===== src/verilog/rxs_defines.vh =====
// Constants of the reset and exception start sequencer.
// Assumes inclusion by bare name from the design files.
`ifndef RXS_DEFINES_VH
`define RXS_DEFINES_VH

// ==========================================================
// Timing
`define RXS_CLK_PERIOD_NS   25
`define RXS_MIN_LOW_CYCLES  18
`define RXS_LOW_CNT_W       5

// ==========================================================
// Vector and flag layout
`define RXS_RESET_VEC_ADDR  16'h0000
`define RXS_RESET_VEC_ADDR1 16'h0001
`define RXS_MASK_BIT        7
`define RXS_FLAGS_RESET     8'h80

// ==========================================================
// Watchdog
`define RXS_WDOG_W          8
`define RXS_WDOG_MAX        8'hff

`endif


===== src/verilog/rxs_sync.v =====
// Two-flop synchroniser for the asynchronous reset pin level.
// Assumes one system clock and the block's asynchronous reset.
`timescale 1ns/10ps

module rxs_sync (
	// Clock and reset
	input  wire clock,
	input  wire nrst,
	// Level
	input  wire din,
	output wire dout
);

	reg meta_q;
	reg sync_q;

	// ==========================================================
	// Synchroniser
	// The first stage resets low so a pin held low never leaks a false release.
	always @(posedge clock or negedge nrst) begin
		if (!nrst) begin
			meta_q <= 1'b0;
			sync_q <= 1'b0;
		end else begin
			meta_q <= din;
			sync_q <= meta_q;
		end
	end

	assign dout = sync_q;

endmodule // rxs_sync


===== src/verilog/rxs_sequencer.v =====
// Reset and exception start sequencer: holds the core in reset, runs reset
// exception processing, fetches the reset vector and gates interrupt entry.
// Assumes a 40 MHz system clock and a core that reports instruction ends.
//
// Overview of operation
// - Reset outranks every other exception source.
// - Interrupts start only after current instruction ends.
// - Low init pin halts processing, enters reset.
// - Reset processing starts on pin rising edge after the minimum low time.
// - Initialise core, peripherals; set mask flag.
// - Load program counter from vector at 0000.
// - Watchdog counts up once run bit set.
// - Watchdog overflow with flag clear sets restart flag, enters reset.
// - Next overflow with flag set releases reset.
// - Mask interrupts until first instruction executes.
`timescale 1ns/10ps
`include "rxs_defines.vh"

module rxs_sequencer (
	// Clock and reset
	input  wire        clock,
	input  wire        nrst,
	// External pin
	input  wire        chip_init_pin_n,
	// Watchdog control
	input  wire        wdog_run_bit,
	input  wire        wdog_tick,
	// Program memory read for the vector
	output reg  [15:0] mem_addr,
	output reg         mem_rd,
	input  wire        mem_ack,
	input  wire [7:0]  mem_rdata,
	// Core control
	output reg         core_halt,
	output reg         periph_init,
	output reg  [15:0] pc_load_value,
	output reg         pc_load,
	output reg  [7:0]  condition_flags_reg,
	input  wire        mask_flag_clear,
	input  wire        insn_done,
	// Interrupt entry
	input  wire        irq_req,
	output wire        irq_accept,
	// Status
	output reg  [7:0]  wdog_up_counter,
	output reg         wdog_restart_flag,
	output reg         low_time_short
);

	localparam ST_RESET  = 3'd0;
	localparam ST_INIT   = 3'd1;
	localparam ST_VEC_HI = 3'd2;
	localparam ST_VEC_LO = 3'd3;
	localparam ST_FIRST  = 3'd4;
	localparam ST_RUN    = 3'd5;

	localparam [31:0] LOW_MIN = `RXS_MIN_LOW_CYCLES;

	// ==========================================================
	// Pin synchronisation
	wire pin_sync;

	rxs_sync u_sync (
		.clock (clock),
		.nrst  (nrst),
		.din   (chip_init_pin_n),
		.dout  (pin_sync)
	);

	reg                      pin_q;
	reg [`RXS_LOW_CNT_W-1:0] low_cnt_q;
	reg [2:0]                state_q;
	reg [7:0]                vec_hi_q;
	reg                      wdog_in_reset_q;
	reg                      in_exception_q;

	wire pin_rise  = pin_sync & ~pin_q;
	wire wdog_ovf  = wdog_run_bit & wdog_tick & (wdog_up_counter == `RXS_WDOG_MAX);
	wire in_reset  = ~pin_sync | wdog_in_reset_q;
	// An external release only counts after the pin was seen low long enough.
	wire long_low  = (low_cnt_q >= `RXS_MIN_LOW_CYCLES);

	always @(posedge clock or negedge nrst) begin
		if (!nrst) begin
			pin_q          <= 1'b0;
			// Leaving the block reset counts as a full low time, so a pin already high still starts.
			low_cnt_q      <= LOW_MIN[`RXS_LOW_CNT_W-1:0];
			low_time_short <= 1'b0;
		end else begin
			pin_q <= pin_sync;
			if (!pin_sync) begin
				if (!long_low)
					low_cnt_q <= low_cnt_q + 1'b1;
			end else begin
				low_cnt_q <= {`RXS_LOW_CNT_W{1'b0}};
			end
			// Records a release that came before the minimum low time.
			if (pin_rise)
				low_time_short <= ~long_low;
		end
	end

	// ==========================================================
	// Watchdog
	always @(posedge clock or negedge nrst) begin
		if (!nrst) begin
			wdog_up_counter   <= 8'h00;
			wdog_restart_flag <= 1'b0;
			wdog_in_reset_q   <= 1'b0;
		end else if (!pin_sync) begin
			// The pin reset also clears the watchdog.
			wdog_up_counter   <= 8'h00;
			wdog_restart_flag <= 1'b0;
			wdog_in_reset_q   <= 1'b0;
		end else if (wdog_run_bit && wdog_tick) begin
			wdog_up_counter <= wdog_up_counter + 1'b1;
			if (wdog_ovf) begin
				if (wdog_restart_flag) begin
					wdog_in_reset_q <= 1'b0;
				end else begin
					wdog_restart_flag <= 1'b1;
					wdog_in_reset_q   <= 1'b1;
				end
			end
		end
	end

	wire wdog_release = wdog_in_reset_q & wdog_ovf & wdog_restart_flag;

	// ==========================================================
	// Sequencer
	always @(posedge clock or negedge nrst) begin
		if (!nrst) begin
			state_q             <= ST_RESET;
			core_halt           <= 1'b1;
			periph_init         <= 1'b1;
			mem_addr            <= 16'h0000;
			mem_rd              <= 1'b0;
			pc_load             <= 1'b0;
			pc_load_value       <= 16'h0000;
			vec_hi_q            <= 8'h00;
			condition_flags_reg <= `RXS_FLAGS_RESET;
			in_exception_q      <= 1'b0;
		end else if (in_reset && !wdog_release) begin
			// Everything stops at once, whatever the state.
			state_q             <= ST_RESET;
			core_halt           <= 1'b1;
			periph_init         <= 1'b1;
			mem_rd              <= 1'b0;
			pc_load             <= 1'b0;
			condition_flags_reg <= `RXS_FLAGS_RESET;
			in_exception_q      <= 1'b0;
		end else begin
			pc_load <= 1'b0;
			case (state_q)
				ST_RESET: begin
					// Reset is handled ahead of any pending interrupt.
					if ((pin_rise && long_low) || wdog_release) begin
						state_q        <= ST_INIT;
						in_exception_q <= 1'b1;
					end
				end
				ST_INIT: begin
					periph_init         <= 1'b0;
					condition_flags_reg <= `RXS_FLAGS_RESET;
					mem_addr            <= `RXS_RESET_VEC_ADDR;
					mem_rd              <= 1'b1;
					state_q             <= ST_VEC_HI;
				end
				ST_VEC_HI: begin
					if (mem_ack) begin
						vec_hi_q <= mem_rdata;
						mem_addr <= `RXS_RESET_VEC_ADDR1;
						state_q  <= ST_VEC_LO;
					end
				end
				ST_VEC_LO: begin
					if (mem_ack) begin
						mem_rd         <= 1'b0;
						pc_load_value  <= {vec_hi_q, mem_rdata};
						pc_load        <= 1'b1;
						core_halt      <= 1'b0;
						in_exception_q <= 1'b0;
						state_q        <= ST_FIRST;
					end
				end
				ST_FIRST: begin
					// Stays here until the first instruction retires.
					if (insn_done)
						state_q <= ST_RUN;
				end
				ST_RUN: begin
					if (mask_flag_clear)
						condition_flags_reg[`RXS_MASK_BIT] <= 1'b0;
				end
				default: begin
					state_q <= ST_RESET;
				end
			endcase
		end
	end

	// Accepted only at an instruction boundary, unmasked, past the first instruction.
	assign irq_accept = irq_req & insn_done & (state_q == ST_RUN) &
		~condition_flags_reg[`RXS_MASK_BIT] & ~in_exception_q & ~in_reset;

endmodule // rxs_sequencer


===== config.mk =====
export PLATFORM = sky130hd
export DESIGN_NAME = rxs_sequencer
export DESIGN_NICKNAME = d
export VERILOG_FILES = /design/src/verilog/rxs_sync.v /design/src/verilog/rxs_sequencer.v
export VERILOG_INCLUDE_DIRS = /design/src /design/src/verilog
export SDC_FILE = /design/constraint.sdc
export NUM_CORES = 1
export LEC_CHECK = 0
export ABC_AREA = 1
export BUFFER_PORTS_ARGS = -buffer_cell sky130_fd_sc_hd__buf_4
export CELL_PAD_IN_SITES_DETAIL_PLACEMENT = 0
export CELL_PAD_IN_SITES_GLOBAL_PLACEMENT = 1
export CORE_MARGIN = 2
export CORE_UTILIZATION = 35
export DETAILED_ROUTE_END_ITERATION = 7
export PLACE_DENSITY = 0.76
export SLEW_MARGIN = 0
export SYNTH_ARGS = -nofsm -noshare
export SYNTH_HDL_FRONTEND = slang
export SYNTH_HIERARCHICAL = 1
export SYNTH_SLANG_ARGS = --single-unit

===== constraint.sdc =====
create_clock -name clock -period 1.5 [get_ports clock]
set_clock_uncertainty 0.15 [all_clocks]
set_input_delay 0.3 -clock clock [delete_from_list [all_inputs] [get_ports clock]]
set_output_delay 0.3 -clock clock [all_outputs]
set_load 0.03 [all_outputs]

; ---- After elaboration in Yosys (flattened, before gate mapping)
; Cells that the tools add are included.
[op_classes]
reduce_logical = 22
n_eq_ne = 16
magnitude_cmp = 1
mux = 36
n_shift = 0
div_mod_pow = 0
n_bitwise = 18
mul = 0
n_addsub = 2
[ops]
columns = cell, count
row1 = one-hot mux 16 bit (2 select lines), 1
row2 = two-way mux 8 bit, 3
row3 = two-way mux 1 bit, 19
row4 = one-hot mux 3 bit (6 select lines), 1
row5 = two-way mux 16 bit, 1
row6 = two-way mux 3 bit, 5
row7 = inequality test 3 bit (second input constant), 5
row8 = AND reduction 3 bit, 4
row9 = AND 1 bit, 10
row10 = two-way mux 5 bit, 2
row11 = nonzero test 3 bit, 3
row12 = adder 8 x 1 -> 8 bit (second input constant), 1
row13 = == test 8 bit (second input constant), 1
row14 = inequality test 2 bit (second input constant), 4
row15 = AND reduction 2 bit, 4
row16 = nonzero test 2 bit, 4
row17 = two-way mux 7 bit, 1
row18 = NOT 1 bit, 7
row19 = == test 3 x 2 -> 1 bit (second input constant), 2
row20 = == test 3 bit (second input constant), 2
row21 = one-hot mux 1 bit (2 select lines), 3
row22 = adder 5 x 1 -> 5 bit (second input constant), 1
row23 = >= comparator 5 bit (second input constant), 1
row24 = AND reduction 5 bit, 1
row25 = other kinds (7), 9
[totals]
output_inout_bits = 55
reg_bits = 75
romBits = 0
in_bits = 17
n_memories = 0
latchBits = 0
elab_cells = 114
mem_bits_rw = 0

; ---- Longest topological paths before layout
[depth]
word_depth = 8
ltp_mapped = 10
depth_no_buf = 9

; ---- Modules after synthesis
; The synthesis kept the hierarchy.
[by_module_without_submodules]
columns = module, area_each_um2, cells_each, seq_area_each_um2, instances
row1 = rxs_sequencer, 2514.9, 282, 1282.5, 1
row2 = rxs_sync, 50.0, 2, 50.0, 1

; ---- Least setup slack after synthesis
; OpenSTA, ideal clock, no wires.
[synth_timing]
kind = register to register
startpoint = register wdog_up_counter[0]
endpoint = register pc_load_value[4]
t_arrival_ns = 1.658
setup_ns = 0.118
path_slack_ns = -0.426
required_time_ns = 1.232
path_buffers = 2
stages_incl_launch_ff = 11
path_cell_list = dfrtp_1 ha_1 nand3_2 nor2_4 nand3_2 nand2_4 buf_12 nand2_8 buf_6 nand2_2 o21ai_2
[synth_via]
elab_chain_cells = 8
[synth_lines]
columns = item, line_no
row1 = "start, declared", rxs_sequencer.v:45  ; output reg [7:0] wdog_up_counter,
row2 = "start signal, assigned", rxs_sequencer.v:116  ; wdog_up_counter <= wdog_up_counter + 1'b1;
row3 = == test 8 bit (no line), -
row4 = AND 1 bit, rxs_sequencer.v:78  ; wire wdog_ovf = wdog_run_bit & wdog_tick & (wdog_up_counter == `RXS_WDOG_MAX);
row5 = AND 1 bit (2 in a row), rxs_sequencer.v:128  ; wire wdog_release = wdog_in_reset_q & wdog_ovf & wdog_restart_flag;
row6 = logical NOT 1 bit, rxs_sequencer.v:144  ; end else if (in_reset && !wdog_release) begin
row7 = logical AND 1 bit, rxs_sequencer.v:144
row8 = NOT 1 bit (no line), -
row9 = AND reduction 3 bit (no line), -
row10 = "end signal, assigned", rxs_sequencer.v:180  ; pc_load_value <= {vec_hi_q, mem_rdata};
row11 = "end, declared", rxs_sequencer.v:36  ; output reg [15:0] pc_load_value,
; Every way passes these cells.
; A chain may end at the register's enable or synchronous reset.

; ---- Final worst setup path
[layout_timing]
startpoint = register state_q[0]
endpoint = output irq_accept
[layout_via]
elab_chain_cells = 5
[layout_lines]
columns = item, line_no
row1 = "start, declared", rxs_sequencer.v:72  ; reg [2:0] state_q;
row2 = "start signal, assigned", rxs_sequencer.v:134  ; state_q <= ST_RESET;
row3 = "start signal, assigned", rxs_sequencer.v:146  ; state_q <= ST_RESET;
row4 = "start signal, assigned", rxs_sequencer.v:159  ; state_q <= ST_INIT;
row5 = == test 3 bit, rxs_sequencer.v:204  ; assign irq_accept = irq_req & insn_done & (state_q == ST_RUN) &
row6 = AND 1 bit (4 in a row), rxs_sequencer.v:204
row7 = "end, declared", rxs_sequencer.v:43  ; output wire irq_accept,
; Every way passes these cells.

==> results.cfg <==
[run_status]
status = complete, but fails checks
violations = setup timing

[floorplan]
die_y_um = 89.6
start_util_pct = 35.7
rows = 31
core_um2 = 7180
die_w_um = 89.6
num_io_pins = 72
dieArea_um2 = 8030

[setup_path]
critical_path_required_ns = 1.05
start_kind = flop
crit_start = state_q[0]
r2r_start = wdog_up_counter[1]
crit_arrival_ns = 1.27
r2r_slack_ns = -0.21
path_class = flop to output pin
end_kind = output pin
rr_worst_depth = 10
path_max_fanout = 7

[synth]
synth_mux_area_share_pct = 0
synth_area_per_cell_um2 = 9.03
synth_area_leaders = dfrtp_1 (47%), nand2_1 (11%), buf_4 (6.4%), dfstp_2 (5.1%), inv_1 (3.8%)
synth_top_family_by_area = simple AND/OR/NAND/NOR gates
yosysTopAreaCell = dfrtp_1
yosysMostFrequentCell = nand2_1
syn-instance-count = 284
seq_area_frac_synth_pct = 52.0
synthAdderAreaFrac_pct = 1.46
synthArstFlopShare_pct = 100
synth_warnings = 6
synth_edf_count = 0
ys_types = 37
synth_common_cells = nand2_1 (75), dfrtp_1 (48), inv_1 (26)
syn_area_um2 = 2560
synth.ff_latch_count = 53
synth-xor-area-share_pct = 0
synth-main-ff-cell = dfrtp_1
synth_top_cell_area_share_pct = 46.8
yosys.area_share.simple_pct = 23.6
synth_compound_area_share_pct = 9.90

[hold_path]
hp-class = input pin to flop
min_from = mask_flag_clear
holdPathStages = 4

[sta]
finalCritPeriodShare_pct = 114
min_period_ns = 1.72
hold_viol_final = 0
rsz0062_at_grt = true
timing.fmax_mhz = 583
drv_slew = 0
worst_slack_ns = -0.216
fin_hold_ws_ns = 0.0801
setup_violations = 35

[clock_tree]
cts_buffer_depth = 2
cts_sinks = 53
numCtsBuffers = 5
cts-root-buf = clkbuf_8
clk_latency_ns = 0.32
clkSlewWorstSetupHoldPaths_ns = 0.10
h-tree-depth = 2
cts_tree = yes

[placed_design]
dp_cells = 453
gp_congestion = 0.840
portBuffers = 49
dp_hpwl_mm = 3.95

[drt]
drc = 0
drt_wl_total_mm = 6.18
drt_iter0_markers = 98
routed_via_density = 4.42
vias = 2140
wire_per_inst_um = 12.8
postRouteAntennaNets = 0
firstDrtPassIters = 4

[power]
p_leak_nw = 1.89
power_density_nw_per_um2 = 1350
ir_drop_mv = 0.897

[job]
cap_violations = 0

[finish]
postLayoutCoreUtil_pct = 54.1
top_register = pc_load_value
reg_top3 = pc_load_value x16, vec_hi_q x8, wdog_up_counter x8
antennaDiodeCount = 0
area.growth.synth_to_final_pct = 51.4
drive_gt1_share_pct = 47.5
instances_no_fill = 484
largest_reg_flops = 16
fin_nets = 404

[global_route]
grt_pass1_wl_mm = 10.0
first_global_vias = 2025
grt_antenna_before_repair = 0
grt_use_total_pct = 16.4
grt_max_degree = 23
grt-ovfl-total = 0
==> cell type report <==
| cell class | instances | area [µm²] |
|---|---|---|
| clock buffer | 6 | 82.6 |
| tap | 99 | 124 |
| inverter | 29 | 126 |
| multi-input combinational | 197 | 1250 |
| fill | 664 | 3290 |
| clock inverter | 2 | 41.3 |
| sequential | 53 | 1340 |
| timing repair inverter | 1 | 11.3 |
| timing repair buffer | 97 | 913 |
==> report_power, final <==
| group | switching (W) | internal (W) | leakage, nW | total [W] |
|---|---|---|---|---|
| Clock | 0.000512 | 0.000555 | 0.0633 | 0.00107 |
| Sequential | 0.000312 | 0.00179 | 0.673 | 0.00210 |
| Combinational | 0.00120 | 0.000867 | 1.15 | 0.00207 |
| Total | 0.00203 | 0.00321 | 1.89 | 0.00524 |
==> layer usage <==
metal | GRT usage (%) | share of wire (%)
met5 | 0 | 0
met4 | 3.53 | 1.3
met3 | 4.30 | 5.2
met2 | 26.7 | 51
met1 | 22.2 | 42
==> timing repair <==
action,in CTS,in global routing
endpoints found under the hold margin,20,0
pin swaps,15,12
cloned,5,0
hold buffers,2,0
setup endpoints to repair,38,48
setup buffers,11,7
gates resized for setup,42,41
==> path summary, 6_finish.rpt <==
kind / endpoint
min in group asynchronous: wdog_up_counter[5]
max in group asynchronous: condition_flags_reg[7]
setup / recovery: irq_accept
hold reg to reg: u_sync/dout
hold / removal: condition_flags_reg[7]
setup reg to reg: pc_load_value[15]
==> placed cells by master, fill, tap and decap left out, drive strengths merged <==
master / n
o31ai: 1
nor3b: 2
ha: 3
bufinv: 1
nand3: 18
a221oi: 1
nor3: 1
clkbuf: 6
o22ai: 1
dfstp: 5
conb: 22
nand3b: 1
o21a: 1
nor2: 22
or2: 1
o211ai: 1
dlygate4sd3: 2
inv: 30
nand2: 83
buf: 95
clkinv: 1
nand4: 3
dfrtp: 48
a21oi: 9
a211oi: 1
o21ai: 26
==> metrics by stage <==
stage	setup TNS, ns	total power [W]	worst slack (ns)	area, µm²
2_1_floorplan	-7.29	0.00316	-0.289	2680
3_3_place_gp	-1.45	0.00373	-0.0896	3200
3_5_place_dp	-2.27	0.00376	-0.113	3200
4_1_cts	-4.85	0.00505	-0.259	3700
5_1_grt	-8.14	0.00555	-0.297	3880
6_report	-4.79	0.00524	-0.216	3880
==> cells by family after synthesis <==
kind of cell / after synthesis
DFF: 53
adders and majority gates: 3
AOI/OAI and AO/OA: 41
and+or+nand+nor: 129
other: 1
buffers and inverters: 57
==> worst max-delay path, stage by stage (launching register included) <==
cell and delay (ns):
dfrtp_1 0.52, nand3_4 0.11, nor3_2 0.15, buf_4 0.18
Power figures use the tool's default switching activity.
